[src/pkg/rtcaw_pkg.sv]
// Constants shared by the alarm, watchdog and frequency-test block
`default_nettype none
package rtcaw_pkg;
	// Register addresses on the bytewide bus
	localparam logic [12:0] ADDR_FLAGS     = 13'h1ff0;
	localparam logic [12:0] ADDR_ALM_SEC   = 13'h1ff2;
	localparam logic [12:0] ADDR_ALM_MIN   = 13'h1ff3;
	localparam logic [12:0] ADDR_ALM_HOUR  = 13'h1ff4;
	localparam logic [12:0] ADDR_ALM_DATE  = 13'h1ff5;
	localparam logic [12:0] ADDR_ENABLES   = 13'h1ff6;
	localparam logic [12:0] ADDR_WDOG      = 13'h1ff7;
	localparam logic [12:0] ADDR_DAY       = 13'h1ffc;

	// Field positions
	localparam int FLAG_WF_BIT   = 7;
	localparam int FLAG_AF_BIT   = 6;
	localparam int ENA_AE_BIT    = 7;
	localparam int ENA_ABE_BIT   = 5;
	localparam int ALM_MASK_BIT  = 7;
	localparam int WD_STEER_BIT  = 7;
	localparam int WD_MULT_HI    = 6;
	localparam int WD_MULT_LO    = 2;
	localparam int DAY_FT_BIT    = 6;

	// Reset values
	localparam logic [7:0] ALARM_RST   = 8'h00;
	localparam logic [7:0] ENABLES_RST = 8'h00;
	localparam logic [7:0] WDOG_RST    = 8'h00;
	localparam logic       FT_RST      = 1'b0;

	// Timing
	localparam int CLK_HZ         = 50_000_000;
	localparam int FT_HZ          = 512;
	localparam int FT_HALF_CYC    = CLK_HZ / (2 * FT_HZ);
	localparam int HALF_PER_16TH  = (2 * FT_HZ) / 16;
	localparam int RST_PULSE_MS   = 100;
	localparam int RST_PULSE_CYC  = (CLK_HZ / 1000) * RST_PULSE_MS;

	// Sixteenths of a second per resolution code
	localparam logic [6:0] RES_TICKS_0 = 7'h01;
	localparam logic [6:0] RES_TICKS_1 = 7'h04;
	localparam logic [6:0] RES_TICKS_2 = 7'h10;
	localparam logic [6:0] RES_TICKS_3 = 7'h40;

	// Synchroniser idle value: strobes high, address and data low
	localparam logic [23:0] PIN_IDLE = 24'he00000;

	typedef enum logic [2:0] {
		WD_IDLE  = 3'b001,
		WD_COUNT = 3'b010,
		WD_PULSE = 3'b100
	} rtcaw_wd_t;
endpackage
`default_nettype wire

[src/rtl/rtcaw_core.sv]
// Alarm, watchdog and frequency-test logic behind the bytewide bus
`timescale 1ns/100ps
`default_nettype none
module rtcaw_core
	import rtcaw_pkg::*;
#(
	parameter int FT_HALF_CYCLES  = rtcaw_pkg::FT_HALF_CYC,
	parameter int RST_PULSE_CYCLES = rtcaw_pkg::RST_PULSE_CYC
) (
	input  wire logic        mclk,
	input  wire logic        rst_n,
	input  wire logic        ce_n,
	input  wire logic        oe_n,
	input  wire logic        we_n,
	input  wire logic [12:0] addr,
	input  wire logic [7:0]  dq_i,
	output logic      [7:0]  dq_o,
	output logic             dq_oe,
	input  wire logic        tick_1hz,
	input  wire logic [7:0]  bcd_seconds,
	input  wire logic [7:0]  bcd_minutes,
	input  wire logic [7:0]  bcd_hours,
	input  wire logic [7:0]  bcd_date,
	input  wire logic        osc_run,
	input  wire logic        on_battery,
	output logic             freq_test_bit,
	output logic             irq_test_o,
	output logic             irq_test_oe,
	output logic             rst_o,
	output logic             rst_oe
);
	import rtcaw_pkg::*;

	localparam int SW = $clog2(FT_HALF_CYCLES + 1);
	localparam int PW = $clog2(RST_PULSE_CYCLES + 1);

	function automatic logic [10:0] wd_target(input logic [7:0] r);
		logic [6:0] res;
		unique case (r[1:0])
			2'b00: res = RES_TICKS_0;
			2'b01: res = RES_TICKS_1;
			2'b10: res = RES_TICKS_2;
			2'b11: res = RES_TICKS_3;
		endcase
		wd_target = 11'(r[WD_MULT_HI:WD_MULT_LO]) * 11'(res);
	endfunction

	function automatic logic is_ours(input logic [12:0] a);
		is_ours = (a == ADDR_FLAGS) || (a == ADDR_ALM_SEC) || (a == ADDR_ALM_MIN) ||
			(a == ADDR_ALM_HOUR) || (a == ADDR_ALM_DATE) || (a == ADDR_ENABLES) ||
			(a == ADDR_WDOG) || (a == ADDR_DAY);
	endfunction

	// Pin synchroniser, three stages with agreement filter
	logic [23:0] pin_raw;
	logic [23:0] s1_q;
	logic [23:0] s2_q;
	logic [23:0] s3_q;
	logic [23:0] pin_q;
	logic [23:0] agree;

	assign pin_raw = {ce_n, oe_n, we_n, addr, dq_i};
	assign agree   = ~(s2_q ^ s3_q);

	always_ff @(posedge mclk) begin
		if (!rst_n) begin
			s1_q  <= PIN_IDLE;
			s2_q  <= PIN_IDLE;
			s3_q  <= PIN_IDLE;
			pin_q <= PIN_IDLE;
		end else begin
			s1_q  <= pin_raw;
			s2_q  <= s1_q;
			s3_q  <= s2_q;
			pin_q <= (pin_q & ~agree) | (s3_q & agree);
		end
	end

	logic        ce_n_f;
	logic        oe_n_f;
	logic        we_n_f;
	logic [12:0] addr_f;
	logic [7:0]  dq_f;
	assign ce_n_f = pin_q[23];
	assign oe_n_f = pin_q[22];
	assign we_n_f = pin_q[21];
	assign addr_f = pin_q[20:8];
	assign dq_f   = pin_q[7:0];

	// Bus cycle tracking; host is locked out while on battery
	logic        acc_live;
	logic        acc_q;
	logic        acc_wr_q;
	logic [12:0] acc_addr_q;
	logic [7:0]  wr_data_q;
	logic        acc_start;
	logic        acc_end;
	logic        wr_commit;

	assign acc_live  = ~ce_n_f & (~oe_n_f | ~we_n_f) & ~on_battery;
	assign acc_start = acc_live & ~acc_q;
	assign acc_end   = ~acc_live & acc_q;
	assign wr_commit = acc_end & acc_wr_q;

	always_ff @(posedge mclk) begin
		if (!rst_n) begin
			acc_q      <= 1'b0;
			acc_wr_q   <= 1'b0;
			acc_addr_q <= 13'h0000;
			wr_data_q  <= 8'h00;
		end else begin
			acc_q <= acc_live;
			if (acc_start)
				acc_addr_q <= addr_f;
			if (acc_start)
				acc_wr_q <= ~we_n_f;
			else if (acc_live & ~we_n_f)
				acc_wr_q <= 1'b1;
			if (acc_live & ~we_n_f)
				wr_data_q <= dq_f;
		end
	end

	// Register state
	logic [7:0] alm_sec_q;
	logic [7:0] alm_min_q;
	logic [7:0] alm_hour_q;
	logic [7:0] alm_date_q;
	logic [7:0] enables_q;
	logic [7:0] wdog_q;
	logic       ft_q;
	logic       af_q;
	logic       wf_q;
	logic       alarm_irq_q;
	logic       wdog_irq_q;
	logic       batt_q;

	logic flags_start;
	logic flags_end;
	logic flags_rd_end;
	logic wdog_touch;
	logic wr_alm_sec;
	logic wr_alm_min;
	logic wr_alm_hour;
	logic wr_alm_date;
	logic wr_enables;
	logic wr_wdog;
	logic wr_day;
	logic power_up;

	assign flags_start  = acc_start & (addr_f == ADDR_FLAGS);
	assign flags_end    = acc_end & (acc_addr_q == ADDR_FLAGS);
	assign flags_rd_end = flags_end & ~acc_wr_q;
	assign wdog_touch   = (acc_start & (addr_f == ADDR_WDOG)) | wr_wdog;
	assign wr_alm_sec   = wr_commit & (acc_addr_q == ADDR_ALM_SEC);
	assign wr_alm_min   = wr_commit & (acc_addr_q == ADDR_ALM_MIN);
	assign wr_alm_hour  = wr_commit & (acc_addr_q == ADDR_ALM_HOUR);
	assign wr_alm_date  = wr_commit & (acc_addr_q == ADDR_ALM_DATE);
	assign wr_enables   = wr_commit & (acc_addr_q == ADDR_ENABLES);
	assign wr_wdog      = wr_commit & (acc_addr_q == ADDR_WDOG);
	assign wr_day       = wr_commit & (acc_addr_q == ADDR_DAY);
	assign power_up     = batt_q & ~on_battery;

	// Alarm comparison
	logic [3:0] alm_mask;
	logic       sec_eq;
	logic       min_eq;
	logic       hour_eq;
	logic       date_eq;
	logic       match_cond;
	logic       alarm_match;
	logic       alarm_irq_set;
	logic       ae;
	logic       abe;

	assign alm_mask = {alm_date_q[ALM_MASK_BIT], alm_hour_q[ALM_MASK_BIT],
		alm_min_q[ALM_MASK_BIT], alm_sec_q[ALM_MASK_BIT]};
	assign sec_eq   = bcd_seconds[6:0] == alm_sec_q[6:0];
	assign min_eq   = bcd_minutes[6:0] == alm_min_q[6:0];
	assign hour_eq  = bcd_hours[5:0] == alm_hour_q[5:0];
	assign date_eq  = bcd_date[5:0] == alm_date_q[5:0];
	// Unlisted patterns fall through to every second so a bad setup shows
	assign match_cond = (alm_mask == 4'he) ? sec_eq :
		(alm_mask == 4'hc) ? (sec_eq & min_eq) :
		(alm_mask == 4'h8) ? (sec_eq & min_eq & hour_eq) :
		(alm_mask == 4'h0) ? (sec_eq & min_eq & hour_eq & date_eq) : 1'b1;
	assign alarm_match   = tick_1hz & match_cond;
	assign ae            = enables_q[ENA_AE_BIT];
	assign abe           = enables_q[ENA_ABE_BIT];
	assign alarm_irq_set = alarm_match & ae & (~on_battery | abe);

	// Prescaler: 512 Hz square wave and 1/16 s ticks
	logic [SW-1:0] sub_cnt_q;
	logic          sq512_q;
	logic [5:0]    t16_cnt_q;
	logic          half_tick;
	logic          t16;

	assign half_tick = osc_run & (sub_cnt_q == SW'(FT_HALF_CYCLES - 1));
	assign t16       = half_tick & (t16_cnt_q == 6'(HALF_PER_16TH - 1));

	always_ff @(posedge mclk) begin
		if (!rst_n) begin
			sub_cnt_q <= '0;
			sq512_q   <= 1'b1;
			t16_cnt_q <= 6'h00;
		end else begin
			if (half_tick)
				sub_cnt_q <= '0;
			else if (osc_run)
				sub_cnt_q <= sub_cnt_q + SW'(1);
			if (half_tick)
				sq512_q <= ~sq512_q;
			// Restart re-phases the tick, costing at most 1/16 s
			if (wdog_touch)
				t16_cnt_q <= 6'h00;
			else if (t16)
				t16_cnt_q <= 6'h00;
			else if (half_tick)
				t16_cnt_q <= t16_cnt_q + 6'h01;
		end
	end

	// Watchdog
	rtcaw_wd_t     wd_state_q;
	rtcaw_wd_t     wd_state_d;
	logic [10:0]   wd_cnt_q;
	logic [PW-1:0] pulse_cnt_q;
	logic          wd_en;
	logic          steer;
	logic          expire;
	logic          steer_expire;
	logic          pulse_done;

	assign steer        = wdog_q[WD_STEER_BIT];
	assign wd_en        = wdog_q[WD_MULT_HI:WD_MULT_LO] != 5'h00;
	assign expire       = (wd_state_q == WD_COUNT) & t16 & wd_en &
		((wd_cnt_q + 11'h001) == wd_target(wdog_q));
	assign steer_expire = expire & steer;
	assign pulse_done   = pulse_cnt_q == PW'(RST_PULSE_CYCLES - 1);

	always_comb begin
		wd_state_d = wd_state_q;
		unique case (wd_state_q)
			WD_IDLE: begin
				if (wd_en)
					wd_state_d = WD_COUNT;
			end
			WD_COUNT: begin
				if (steer_expire)
					wd_state_d = WD_PULSE;
				else if (!wd_en)
					wd_state_d = WD_IDLE;
			end
			WD_PULSE: begin
				if (pulse_done)
					wd_state_d = WD_IDLE;
			end
			default: wd_state_d = WD_IDLE;
		endcase
	end

	always_ff @(posedge mclk) begin
		if (!rst_n) begin
			wd_state_q  <= WD_IDLE;
			wd_cnt_q    <= 11'h000;
			pulse_cnt_q <= '0;
		end else begin
			wd_state_q <= wd_state_d;
			if (wdog_touch || expire || wd_state_q != WD_COUNT)
				wd_cnt_q <= 11'h000;
			else if (t16)
				wd_cnt_q <= wd_cnt_q + 11'h001;
			if (wd_state_q == WD_PULSE)
				pulse_cnt_q <= pulse_cnt_q + PW'(1);
			else
				pulse_cnt_q <= '0;
		end
	end

	// Registers: hardware set wins over host clear
	always_ff @(posedge mclk) begin
		if (!rst_n) begin
			alm_sec_q   <= ALARM_RST;
			alm_min_q   <= ALARM_RST;
			alm_hour_q  <= ALARM_RST;
			alm_date_q  <= ALARM_RST;
			enables_q   <= ENABLES_RST;
			wdog_q      <= WDOG_RST;
			ft_q        <= FT_RST;
			af_q        <= 1'b0;
			wf_q        <= 1'b0;
			alarm_irq_q <= 1'b0;
			wdog_irq_q  <= 1'b0;
			batt_q      <= 1'b0;
		end else begin
			batt_q <= on_battery;
			if (wr_alm_sec)
				alm_sec_q <= wr_data_q;
			if (wr_alm_min)
				alm_min_q <= wr_data_q;
			if (wr_alm_hour)
				alm_hour_q <= wr_data_q;
			if (wr_alm_date)
				alm_date_q <= wr_data_q;
			if (power_up) begin
				enables_q[ENA_AE_BIT]  <= 1'b0;
				enables_q[ENA_ABE_BIT] <= 1'b0;
			end else if (wr_enables)
				enables_q <= wr_data_q;
			if (steer_expire)
				wdog_q <= WDOG_RST;
			else if (wr_wdog)
				wdog_q <= wr_data_q;
			if (steer_expire)
				ft_q <= 1'b0;
			else if (wr_day)
				ft_q <= wr_data_q[DAY_FT_BIT];
			if (alarm_match)
				af_q <= 1'b1;
			else if (flags_end)
				af_q <= 1'b0;
			if (alarm_irq_set)
				alarm_irq_q <= 1'b1;
			else if (flags_start)
				alarm_irq_q <= 1'b0;
			if (expire)
				wf_q <= 1'b1;
			else if (flags_rd_end || wdog_touch)
				wf_q <= 1'b0;
			if (expire && !steer)
				wdog_irq_q <= 1'b1;
			else if (flags_rd_end || wdog_touch)
				wdog_irq_q <= 1'b0;
		end
	end

	// Read path; battery low and zero bits read as zero
	logic [7:0] flags_val;
	logic [7:0] rd_mux;
	logic [7:0] dq_q;

	assign flags_val = {wf_q, af_q, 6'h00};
	assign rd_mux = (addr_f == ADDR_FLAGS) ? flags_val :
		(addr_f == ADDR_ALM_SEC) ? alm_sec_q :
		(addr_f == ADDR_ALM_MIN) ? alm_min_q :
		(addr_f == ADDR_ALM_HOUR) ? alm_hour_q :
		(addr_f == ADDR_ALM_DATE) ? alm_date_q :
		(addr_f == ADDR_ENABLES) ? enables_q :
		(addr_f == ADDR_WDOG) ? wdog_q :
		(addr_f == ADDR_DAY) ? {1'b0, ft_q, 6'h00} : 8'h00;

	always_ff @(posedge mclk) begin
		if (!rst_n)
			dq_q <= 8'h00;
		else
			dq_q <= rd_mux;
	end

	assign dq_o  = dq_q;
	assign dq_oe = acc_live & acc_q & ~oe_n_f & we_n_f & is_ours(addr_f);

	// Interrupt/test pin: watchdog and alarm win over the test toggle
	logic irq_assert;
	logic ft_on;

	assign freq_test_bit = ft_q;
	assign irq_assert    = alarm_irq_q | wdog_irq_q;
	assign ft_on         = ft_q & ~ae & (steer | (wdog_q == 8'h00)) & osc_run;
	assign irq_test_o    = 1'b0;
	assign irq_test_oe   = irq_assert | (ft_on & ~sq512_q);
	assign rst_o         = 1'b0;
	assign rst_oe        = wd_state_q == WD_PULSE;
endmodule
`default_nettype wire
[config.mk]
export PLATFORM = sky130hd
export DESIGN_NAME = rtcaw_core
export DESIGN_NICKNAME = d
export VERILOG_FILES = /design/src/pkg/rtcaw_pkg.sv /design/src/rtl/rtcaw_core.sv
export SDC_FILE = /design/constraint.sdc
export NUM_CORES = 1
export LEC_CHECK = 0
export ABC_AREA = 0
export BUFFER_PORTS_ARGS = -buffer_cell sky130_fd_sc_hd__buf_2
export CORE_AREA = 2 2 185 187
export CTS_CLUSTER_DIAMETER = 150
export DETAILED_ROUTE_END_ITERATION = 12
export DIE_AREA = 0 0 187 189
export PLACE_DENSITY = 0.47
export SETUP_SLACK_MARGIN = 0.3
export SKIP_LAST_GASP = 1
export SLEW_MARGIN = 30
export SYNTH_ARGS = -nofsm -noshare
export SYNTH_HDL_FRONTEND = slang
export SYNTH_SLANG_ARGS = --single-unit
export TNS_END_PERCENT = 10
[constraint.sdc]
create_clock -name mclk -period 12.7 [get_ports mclk]
set_clock_uncertainty 0.15 [all_clocks]
set_input_delay 2.54 -clock mclk [delete_from_list [all_inputs] [get_ports mclk]]
set_output_delay 2.54 -clock mclk [all_outputs]
set_load 0.01 [all_outputs]
### Word-level counts from Yosys, hierarchy flattened

Index checks and enable logic that the tools add are counted.

* register bits: 241
* output and inout bits: 14
* bits of input ports: 61

* bitwise logic cells: 61
* eq/ne operators: 37
* reduce and logical (&&, ||, !) cells: 30
* add/sub/neg operators: 4
* $mul: 1
* multiplexer cells: 27

Operators with widths (count)
* equality test 13 bit, second input constant: 16
* 2-to-1 mux 8 bit: 7
* bitwise AND 24 bit: 2
* NOT 24 bit: 2
* bitwise AND 1 bit: 38
* one-hot mux 7 bit (4 select lines): 1
* OR 24 bit: 1
* bitwise XOR 24 bit: 1
* adder 23 x 1 -> 23 bit, second input constant: 1
* equality test 23 bit, second input constant: 1
* adder 16 x 1 -> 16 bit, second input constant: 1
* equality test 16 bit, second input constant: 1
* equality test 7 bit: 2
* 2-to-1 mux 1 bit: 13
* equality test 4 bit, second input constant: 3
* equality test 6 bit: 2
* 2-to-1 mux 3 bit: 4
* adder 11 x 1 -> 11 bit, second input constant: 1
* equality test 11 bit: 1
* multiplier 5 x 7 -> 11 bit: 1
* NOT 1 bit: 11
* logical OR 1 bit: 10
* nonzero test 2 bit: 5
* OR reduction 2 bit: 5
* 23 further kinds: 30

### Longest topological paths before layout

Gate-level depths: netlist of the first run.

* depth after elaboration: 12
* gate-level depth with buffers: 16

### Worst setup path before layout of the first run

OpenSTA, ideal clock, no wires.

* path kind: input to output
* from: input port osc_run
* to: output port irq_test_oe
* arrival time: 3248 ps
* setup slack: 6762 ps
* stages: 3
* cell sequence: buf_2 nand2_1 o41ai_1

* cells in the longest elaborated chain, start to end: 3

RTL lines
* start, declared: RTL line rtcaw_core.sv:24 `input wire logic osc_run,`
* bitwise AND 1 bit: RTL line rtcaw_core.sv:369 `assign ft_on = ft_q & ~ae & (steer | (wdog_q == 8'h00)) & osc_run;`
* bitwise AND 1 bit: RTL line rtcaw_core.sv:371 `assign irq_test_oe = irq_assert | (ft_on & ~sq512_q);`
* OR 1 bit: RTL line rtcaw_core.sv:371
* end, declared: RTL line rtcaw_core.sv:28 `output logic irq_test_oe,`

No other way between the ends.

### Final worst setup path of the first run

Ends and elaborated chain as after synthesis.

==> results.ini, run 1 <==
[logic_synthesis]
netlist.area_leader.share_pct = 45.9
async_flop_share_pct = 0
yosysSeqAreaShare_pct = 45.9
synth_area_um2 = 10500
ys_top_cells_by_area = dfxtp_1, and2_1, mux2i_1
synth_top_family_by_area = simple AND/OR/NAND/NOR gates
dominantRegCellSynth = dfxtp_1
yosysUniqueCellTypes = 64
syn_avg_cell_area_um2 = 9.51
synthSimpleGateAreaFrac_pct = 24.0
synth_compound_area_share_pct = 10.0
ys_warn_count = 0
synth_cells = 1107
synth-edff-count = 0
synth_top_cell_by_area = dfxtp_1
synth-xor-area-share_pct = 7.87
synth_mux_area_share_pct = 6.85
ys_seq_elements = 241
synth-adder-area-share_pct = 2.66

[clock_network]
cts_buffers = 27
cts_tree = yes
clock-sinks = 241
insertion_delay_ps = 540
cts_resized = 0
clk_pin_slew_ps = 60
cts-root-buf = clkbuf_16
post_cts_buffers = 0
htreeDepth = 1
cts_buffer_depth = 3
ctsHoldBuffers = 0

[global_route]
grt_max_degree = 94
grt_overflow = 0
grt_pass1_vias = 7236
grt_first_pass_wirelength_mm = 38.0
antenna_found_initial = 1
gr-usage-all-layers_pct = 13.0

[finish]
nets = 1236
layout_commonest_cell = dfxtp_1
insertedDiodeCount = 0
mostFrequentLayoutCells = dfxtp_1, nand2_1, and2_1, nor2_1, buf_2
area_delta_synth_final_pct = 14.9
post_route_cells_drive_above_1_share_pct = 13.5

[floorplan]
row_count = 67
start_util_pct = 31.6
ios = 75
core_area_um2 = 33300
die_area_um2 = 35300
die_h_um = 189
fp.dieW_um = 187

[worst_hold_path]
min_delay_path_depth = 1
min_to = s2_q[21]
hp-class = reg2reg
hold_start = s1_q[21]

[worst_setup_path]
reg2reg_slack_ps = 7620
crit-reg2reg-launch = wdog_q[1]
critPathMaxStageDelay_ps = 630
crit_slowest_cell = o41ai_1
r2r_end = wd_state_q[2]
end_kind = primary output
crit_chain = buf_2, nand2_1, o41ai_1, buf_2
path_class = in2out
critical_path.top_delay_family = compound AO/OA/AOI/OAI gates
cp-start-kind = input port
path_common_cell = buf_2
cp_max_fo = 7
critPathBufInv = 2
crit_required_ps = 10010
crit_arrival_ps = 3680
ff2ff_path_depth = 12

[sta]
worst_slack_ps = 6330
hold_viol = 0
setup_viol = 0
slew_violations = 0
slew_headroom_pct = 36.2
rsz0062_at_grt = no
period_needed_ps = 6370
tightestPinTransition_ps = 956
max_freq_ghz = 0.157
post-route-period-util_pct = 50.2
finalSetupTns_ps = 0

[placement]
dp_slack_ps = 6220
dp_hpwl_mm = 16.1
gp_congestion = 0.804
portBuffers = 66

[route]
route.detailed.drc = 0
drt_iter0_drc = 408
via_count = 7507
drt-pass1-iter-count = 4
avgRoutedWirePerCell_um = 14.3
via_per_inst = 4.63
wl_mm = 23.2
drtAntennaViolNets = 0

[power]
p_per_area_nw_per_um2 = 128
power_leakage_nw = 4.48
ir_drop_mv = 0.0889

[job]
maxCapViolations = 0

[outcome]
status = completed

synth_stat cells (all sizes together), types with 7 or more instances:
| library cell | n |
|---|---|
| a21oi | 30 |
| o21ai | 39 |
| mux2i | 45 |
| nor2b | 46 |
| nor3 | 29 |
| mux2 | 8 |
| xnor2 | 49 |
| nor2 | 72 |
| nor4 | 12 |
| nand2 | 114 |
| clkbuf | 44 |
| nand3 | 33 |
| a31oi | 7 |
| nand2b | 18 |
| mux4 | 8 |
| dfxtp | 241 |
| nand4 | 19 |
| xor2 | 37 |
| a21boi | 43 |
| ha | 16 |
| or3 | 10 |
| and3 | 11 |
| inv | 16 |
| buf | 8 |
| and2 | 79 |
worst max path at each step:
stage,from,to,slack (ps),cells after the start
3_3_place_gp,osc_run,irq_test_oe,6270,4
4_1_cts,osc_run,irq_test_oe,6220,4
2_1_floorplan,osc_run,irq_test_oe,6760,3
6_report,osc_run,irq_test_oe,6330,4
3_5_place_dp,osc_run,irq_test_oe,6220,4
5_1_grt,osc_run,irq_test_oe,6280,4
layout make-up:
type	count	area, µm²
Tap cell	448	561
Timing Repair Buffer	70	363
Inverter	16	60.1
Clock inverter	6	45.0
Sequential cell	241	4820
Fill cell	3448	21200
Clock buffer	42	802
Multi-Input combinational cell	799	5430
through the flow:
step	hold slack, ps	instances	power, mW	cell area, µm²	utilization (%)
after floorplan	236	1108	0.809	10500	-
after global placement	253	1574	0.823	11200	33.7
after detailed placement	257	1574	0.823	11200	33.8
after CTS	248	1622	1.57	12100	36.3
after global routing	275	1622	1.61	12100	36.3
final	253	1622	1.55	12100	36.3
metal layers:
metal  vias up  part of all wire (%)  track usage, %  wire length [µm]
met4         2                   2.3            4.06               536
met2       120                    43            20.5              9950
li1       3881                     -               -                 -
met1      3462                    51            18.3             11800
met5         -                 0.056               0                13
met3        42                   3.7            2.00               850
sequential cells by signal, indices dropped and copies added, names as in the netlist, 11 cells and up, named ones only:
register     flops
s1_q            24
s2_q            24
s3_q            24
pulse_cnt_q     23
sub_cnt_q       16
acc_addr_q      13
wd_cnt_q        11
kinds of logic after synthesis:
| kind of cell | Yosys count |
|---|---|
| AO/OA/AOI/OAI | 153 |
| XOR/XNOR | 89 |
| adder cells (fa/ha/maj) | 20 |
| buffers and inverters | 68 |
| flip-flops | 241 |
| multiplexers | 61 |
| other | 1 |
| AND/OR/NAND/NOR | 474 |
power by group:
part           internal, mW  switching [mW]
combinational        0.0178          0.0170
sequential            0.766         0.00460
clock                 0.433           0.308
(Power assumes the default switching activity.)
==> run 2: changes to the inputs <==
clock period = 6 ns   (was 12.7 ns; I/O delays follow)
==> run 2 against run 1 <==
  * First-iteration DRC count fell by 4.4%
  * Final cell count rose by 0.18%
  * Die area did not move
  * Combinational power rose by 110%
  * Sequential share of layout area fell by 0.25 points
  * Cell area rose by 0.63%
  * Via count fell by 0.21%
  * Clock-buffer cell count fell by 2
  * Critical path type is now reg2reg
==> results.ini, run 2 (synthesized netlist as in run 1, its figures left out) <==
[floorplan]
row_count = 67  ; unchanged
die_area_um2 = 35300  ; unchanged
ios = 75  ; unchanged
fp.dieW_um = 187  ; unchanged
core_area_um2 = 33300  ; unchanged
start_util_pct = 31.6  ; unchanged
die_h_um = 189  ; unchanged

[route]
drtAntennaViolNets = 0  ; unchanged
via_per_inst = 4.61  ; -0.40%
avgRoutedWirePerCell_um = 14.1  ; -1.5%
drt-pass1-iter-count = 4  ; unchanged
wl_mm = 22.9  ; -1.3%
route.detailed.drc = 0  ; unchanged
via_count = 7491  ; -0.21%
drt_iter0_drc = 390  ; -4.4%

[worst_setup_path]
worstSetupStartpoint = wdog_q[1]
reg2reg_slack_ps = 1430  ; -6190 ps
ff2ff_path_depth = 12  ; unchanged
crit_chain = nor2_1, and2_1, ha_1, fa_1, fa_1, ha_1, xnor2_2, xnor3_1, or4b_4, a2111oi_4, buf_4, a31o_2
cp_max_fo = 15  ; +8
crit-reg2reg-launch = wdog_q[1]
critical_path.top_delay_family = adder cells
critPathBufInv = 1  ; -1
path_class = reg2reg
r2r_end = wd_state_q[2]
crit_slowest_cell = or4b_4
critPathMaxStageDelay_ps = 540  ; -90 ps
cp-start-kind = flop
end_kind = flop
crit_arrival_ps = 4890  ; +1210 ps
crit_required_ps = 6320  ; -3690 ps

[clock_network]
post_cts_buffers = 0  ; unchanged
ctsHoldBuffers = 0  ; unchanged
cts_buffer_depth = 3  ; unchanged
htreeDepth = 1  ; unchanged
cts_buffers = 28  ; +3.7%
clk_pin_slew_ps = 60  ; about the same
insertion_delay_ps = 570  ; +30 ps
cts_resized = 0  ; unchanged
clock-sinks = 241  ; unchanged
cts-root-buf = clkbuf_16
cts_tree = yes

[sta]
post-route-period-util_pct = 76.2
slew_violations = 0  ; unchanged
slew_headroom_pct = 46.0  ; +9.8 points
setup_viol = 0  ; unchanged
hold_viol = 0  ; unchanged
tightestPinTransition_ps = 810  ; -146 ps
rsz0062_at_grt = no
fin_hold_ws_ps = 223  ; -30.1 ps
period_needed_ps = 4570
finalSetupTns_ps = 0  ; unchanged
max_freq_ghz = 0.219

[global_route]
grt_first_pass_wirelength_mm = 38.4  ; +1.1%
antenna_found_initial = 1  ; unchanged
grt_pass1_vias = 7371  ; +1.9%
grt_overflow = 0  ; unchanged
gr-usage-all-layers_pct = 13.1  ; +0.083 points
grt_max_degree = 102  ; +8.5%

[placement]
portBuffers = 66  ; unchanged
gp_congestion = 0.801  ; -0.31%
dp_hpwl_mm = 15.9  ; -0.98%

[worst_hold_path]
min_to = s2_q[21]
min_delay_path_depth = 1  ; unchanged
hold_start = s1_q[21]
hp-class = reg2reg

[finish]
nets = 1240  ; +0.32%
reg_top3 = s1_q: 24 flops, s2_q: 24 flops, s3_q: 24 flops
layout_commonest_cell = dfxtp_1
finalCoreUtilization_pct = 36.6  ; +0.23 points
insertedDiodeCount = 0  ; unchanged
area_delta_synth_final_pct = 15.6
mostFrequentLayoutCells = dfxtp_1, nand2_1, and2_1, nor2_1, buf_2
post_route_cells_drive_above_1_share_pct = 13.7  ; +0.14 points

[power]
power_leakage_nw = 4.51  ; +0.74%
p_per_area_nw_per_um2 = 276  ; +120%
ir_drop_mv = 0.196  ; +120%

[job]
maxCapViolations = 0  ; unchanged

[outcome]
status = completed

## run 2: changes by cell type in the layout (fill, tap and decap cells not counted), sizes merged
cell | previous run | this run
buf | 70 | 73
clkinvlp | 0 | 1
inv | 17 | 16
bufinv | 0 | 2
clkbuf | 42 | 40
## run 2: final cells by class
class                           instances  area [µm²]
Clock buffer                           40         786
Tap cell                              448         561
Timing Repair Buffer                   73         385
Sequential cell                       241        4820
Multi-Input combinational cell        799        5430
Clock inverter                          8         118
Fill cell                            3386       21100
Inverter                               16        60.1
## run 2: per-layer routing
metal	wire length, µm	part of all wire [%]	global-route usage (%)
met5	16	0.070	0
met4	430	1.9	3.36
met3	742	3.2	1.96
met2	9870	43	20.9
met1	11800	52	18.5
## run 2: through the flow
step | std cells | area [µm²] | power, mW | setup slack [ps]
final | 1625 | 12200 | 3.35 | 1430
after global routing | 1625 | 12200 | 3.50 | 1190
after CTS | 1625 | 12200 | 3.41 | 1420
after detailed placement | 1577 | 11300 | 1.74 | 1500
after global placement | 1577 | 11200 | 1.74 | 1520
after floorplan | 1108 | 10500 | 1.71 | 1790
## run 2: power by group
part	internal (mW)	switching (mW)	leakage, nW	total (mW)
Clock	0.992	0.654	0.439	1.65
Combinational	0.0377	0.0352	2.12	0.0729
Sequential	1.62	0.00996	1.95	1.63
Total	2.65	0.699	4.51	3.35
## run 2: how the worst max path moves through the flow
stage                     depth (start not counted)  slack (ps)             to
after detailed placement                         12        1500  wd_state_q[2]
final                                            12        1430  wd_state_q[2]
after global placement                           12        1520  wd_state_q[2]
after floorplan                                  13        1790  freq_test_bit
after CTS                                        12        1420  wd_state_q[2]
after global routing                             12        1190  wd_state_q[2]
## run 2: worst reg2reg max path, stage by stage (launching register included)
cell and delay [ps]:
dfxtp_1 510, nor2_1 170, and2_1 190, ha_1 200
fa_1 450, fa_1 410, ha_1 340, xnor2_2 190
xnor3_1 420, or4b_4 540, a2111oi_4 350, buf_4 340
a31o_2 200
==> run 3: changes to the inputs <==
ABC_AREA = 1   (was 0)
CORE_AREA = 2 2 188 190   (was 2 2 185 187)
DIE_AREA = 0 0 190 192   (was 0 0 187 189)
PLACE_DENSITY = 0.49   (was 0.47)
clock period = 3.9 ns   (was 6 ns; I/O delays follow)
==> run 3 against run 2 <==
  * Sequential share of layout area fell by 1.6 points
  * Sequential power increased by 54%
  * Maximum frequency grew 33%
  * Clock-buffer cell count grew 1
  * Via count grew 23%
  * Sequential cell count did not move
  * Cell area grew 4.3%
  * Worst setup slack worse by 950 ps
  * Critical path depth increased by 9
  * Worst hold slack better by 36 ps
==> results.ini, run 3 <==
[outcome]
status = completed

[global_route]
gr-usage-all-layers_pct = 14.2  ; +1.1 points
grt_pass1_vias = 8655  ; +17%
grt_overflow = 0  ; unchanged
antenna_found_initial = 0  ; -1
grt_max_degree = 85  ; -17%
grt_first_pass_wirelength_mm = 42.9  ; +12%

[floorplan]
die_area_um2 = 36500  ; +3.2%
die_h_um = 192  ; +1.6%
start_util_pct = 31.7  ; +0.11 points
ios = 75  ; unchanged
core_area_um2 = 34300  ; +3.0%
row_count = 68  ; +1.5%
fp.dieW_um = 190  ; +1.6%

[worst_setup_path]
reg2reg_slack_ps = 480  ; -950 ps
end_kind = flop
path_common_cell = nand2_1
critPathBufInv = 3  ; +2
crit_slowest_cell = fa_1
worstSetupStartpoint = wdog_q[0]
cp-start-kind = flop
r2r_end = wd_cnt_q[0]
crit-reg2reg-launch = wdog_q[0]
crit_arrival_ps = 3740  ; -1150 ps
critical_path.top_delay_family = adder cells
crit_end = wd_cnt_q[0]
path_class = reg2reg
crit_chain = buf_4, nand2_1, nor2_1, ha_1, fa_1, fa_2, ha_4, nand2_1, nor2_1, nand2_1, nand2_1, nand2_1, nand2_1, nand2_1, nand2_1, nor2_1, buf_4, nand3_2, nand3_2, buf_12, a21oi_1
cp_max_fo = 11  ; -4
cp_num_cells = 21  ; +9
ff2ff_path_depth = 21  ; +9
crit_required_ps = 4210  ; -2110 ps
critPathMaxStageDelay_ps = 430  ; -110 ps

[finish]
nets = 1630  ; +31%
post_route_cells_drive_above_1_share_pct = 11.8  ; -1.8 points
fillers = 3660  ; +8.1%
insertedDiodeCount = 0  ; unchanged
regArea_um2 = 4830  ; about the same
area_delta_synth_final_pct = 16.6
mostFrequentLayoutCells = nand2_1, dfxtp_1, inv_1, nor2_1, a21oi_1
layout_commonest_cell = nand2_1
multiInputGateArea_um2 = 5100  ; -6.2%
finalCoreUtilization_pct = 37.0  ; +0.44 points
reg_top3 = s1_q: 24 flops, s2_q: 24 flops, s3_q: 24 flops

[route]
via_per_inst = 4.57  ; -0.92%
wl_met1_mm = 13.2  ; +12%
top_layer_used = met4
avgRoutedWirePerCell_um = 12.7  ; -9.7%
via_count = 9249  ; +23%
drt-pass1-iter-count = 5  ; +1
route.detailed.drc = 0  ; unchanged
drt_iter0_drc = 554  ; +42%
drtAntennaViolNets = 0  ; unchanged
wl_met3_mm = 1.13  ; +53%
wl_met2_mm = 11.1  ; +13%
wl_mm = 25.7  ; +13%

[logic_synthesis]
syn_avg_cell_area_um2 = 7.37  ; -22%
synth_top_cell_by_area = dfxtp_1
ys_seq_elements = 241  ; unchanged
synth_most_common_cell = nand2_1
synth-edff-count = 0  ; unchanged
yosysSeqAreaShare_pct = 44.3  ; -1.5 points
async_flop_share_pct = 0  ; unchanged
synth_cells = 1476  ; +33%
synth_area_um2 = 10900  ; +3.4%
ys_top_cells_by_area = dfxtp_1, nand2_1, inv_1
yosysUniqueCellTypes = 58  ; -9.4%
dominantRegCellSynth = dfxtp_1
synth_common_cells = nand2_1, dfxtp_1, inv_1, nor2_1, a21oi_1
ys_warn_count = 0  ; unchanged
netlist.area_leader.share_pct = 44.3  ; -1.5 points

[clock_network]
htreeDepth = 1  ; unchanged
cts_buffer_depth = 3  ; unchanged
cts-root-buf = clkbuf_16
cts_tree = yes
ctsHoldBuffers = 0  ; unchanged
cts_buffers = 27  ; -3.6%
clk_pin_slew_ps = 60  ; about the same
clock-sinks = 241  ; unchanged
insertion_delay_ps = 540  ; -30 ps

[sta]
hold_viol = 0  ; unchanged
finalSetupTns_ps = 0  ; unchanged
slew_violations = 0  ; unchanged
period_needed_ps = 3420  ; -1150 ps
worst_slack_ps = 475  ; -954 ps
tightestPinTransition_ps = 872  ; +61.8 ps
setup_viol = 0  ; unchanged
post-route-period-util_pct = 87.8  ; +12 points
slew_headroom_pct = 41.4  ; -4.6 points
fin_hold_ws_ps = 259  ; +36.0 ps
max_freq_ghz = 0.292  ; +33%
rsz0062_at_grt = yes

[power]
p_per_area_nw_per_um2 = 417  ; +51%
ir_drop_mv = 0.309  ; +58%
power_leakage_nw = 5.52  ; +22%

[placement]
dp_slack_ps = 309  ; -1190 ps
gp_congestion = 0.818  ; +2.1%
portBuffers = 66  ; unchanged
dp_hpwl_mm = 18.6  ; +17%

[job]
maxCapViolations = 0  ; unchanged

[worst_hold_path]
hp-class = reg2reg

## run 3: cell count changes after synthesis, moves of 18 or more
cell,previous run,this run
nand2b_1,18,0
inv_1,16,210
nand2_1,114,282
nand3_1,33,69
nor2_1,72,196
a21oi_1,20,123
and2_1,79,0
mux2i_1,45,2
o21ai_0,39,93
nor2b_1,46,1
xnor2_1,48,6
clkbuf_1,43,25
a21boi_0,43,1
## run 3: repair_timing
action                     4_1_cts  5_1_grt
setup endpoints to repair        4       26
buffers inserted                 0        0
pin swaps                        0        0
cloned                           0        0
gates resized for setup          1        6
## run 3: report_power, final
| part | total [mW] | switching, mW | internal, mW |
|---|---|---|---|
| registers | 2.51 | 0.0154 | 2.50 |
| logic | 0.132 | 0.0794 | 0.0530 |
| clock network | 2.64 | 1.00 | 1.64 |
## run 3: logic make-up (layout without fill, tap and decap cells)
group	count (synthesis)	count (layout)	synth area share (%)
buffers and inverters	252	345	9.11
other	1	2	0.0345
xor gates and xnor gates	34	34	2.74
muxes	2	2	0.184
and+or+nand+nor	664	664	27.7
adders and majority gates	20	20	2.58
DFF	241	241	44.3
AOI/OAI and AO/OA	262	262	13.3
## run 3: routing by layer
layer  up-vias  global-route usage, %
li1       4888                      -
met2       157                   23.1
met1      4180                   20.1
met5         -                      0
met4         0                   2.92
met3        24                   1.92
## run 3: how the worst min path moves through the flow
stage               startpoint       end  slack [ps]  depth (start not counted)
finish                s1_q[18]  s2_q[18]         260                          2
global route           dq_i[6]   s1_q[6]         270                          3
CTS                    addr[4]  s1_q[12]         250                          3
detailed placement     s1_q[7]   s2_q[7]         250                          2
global placement      s1_q[15]  s2_q[15]         240                          2
floorplan              s1_q[0]   s2_q[0]         240                          2
## run 3: per-stage QoR
step | instance area [µm²] | cells | power (mW)
finish | 12700 | 2025 | 5.28
global route | 12700 | 2025 | 5.49
CTS | 12700 | 2025 | 5.37
detailed placement | 11700 | 1975 | 2.70
global placement | 11700 | 1975 | 2.70
floorplan | 10900 | 1477 | 2.65
## run 3: layout make-up
class	count	share of cell area [%]
clock buffer	41	6.13
timing repair buffer	82	3.67
sequential	241	38.1
multi-input combinational	984	40.2
tap	455	4.49
inverter	213	6.30
clock inverter	9	1.17
## run 3: tightest hold or removal path, delay by kind of cell (launching register included)
| family | cells | cell delay, ps |
|---|---|---|
| buffers and inverters | 1 | 40 |
| AND/OR/NAND/NOR | 1 | 40 |
| flip-flops | 1 | 300 |
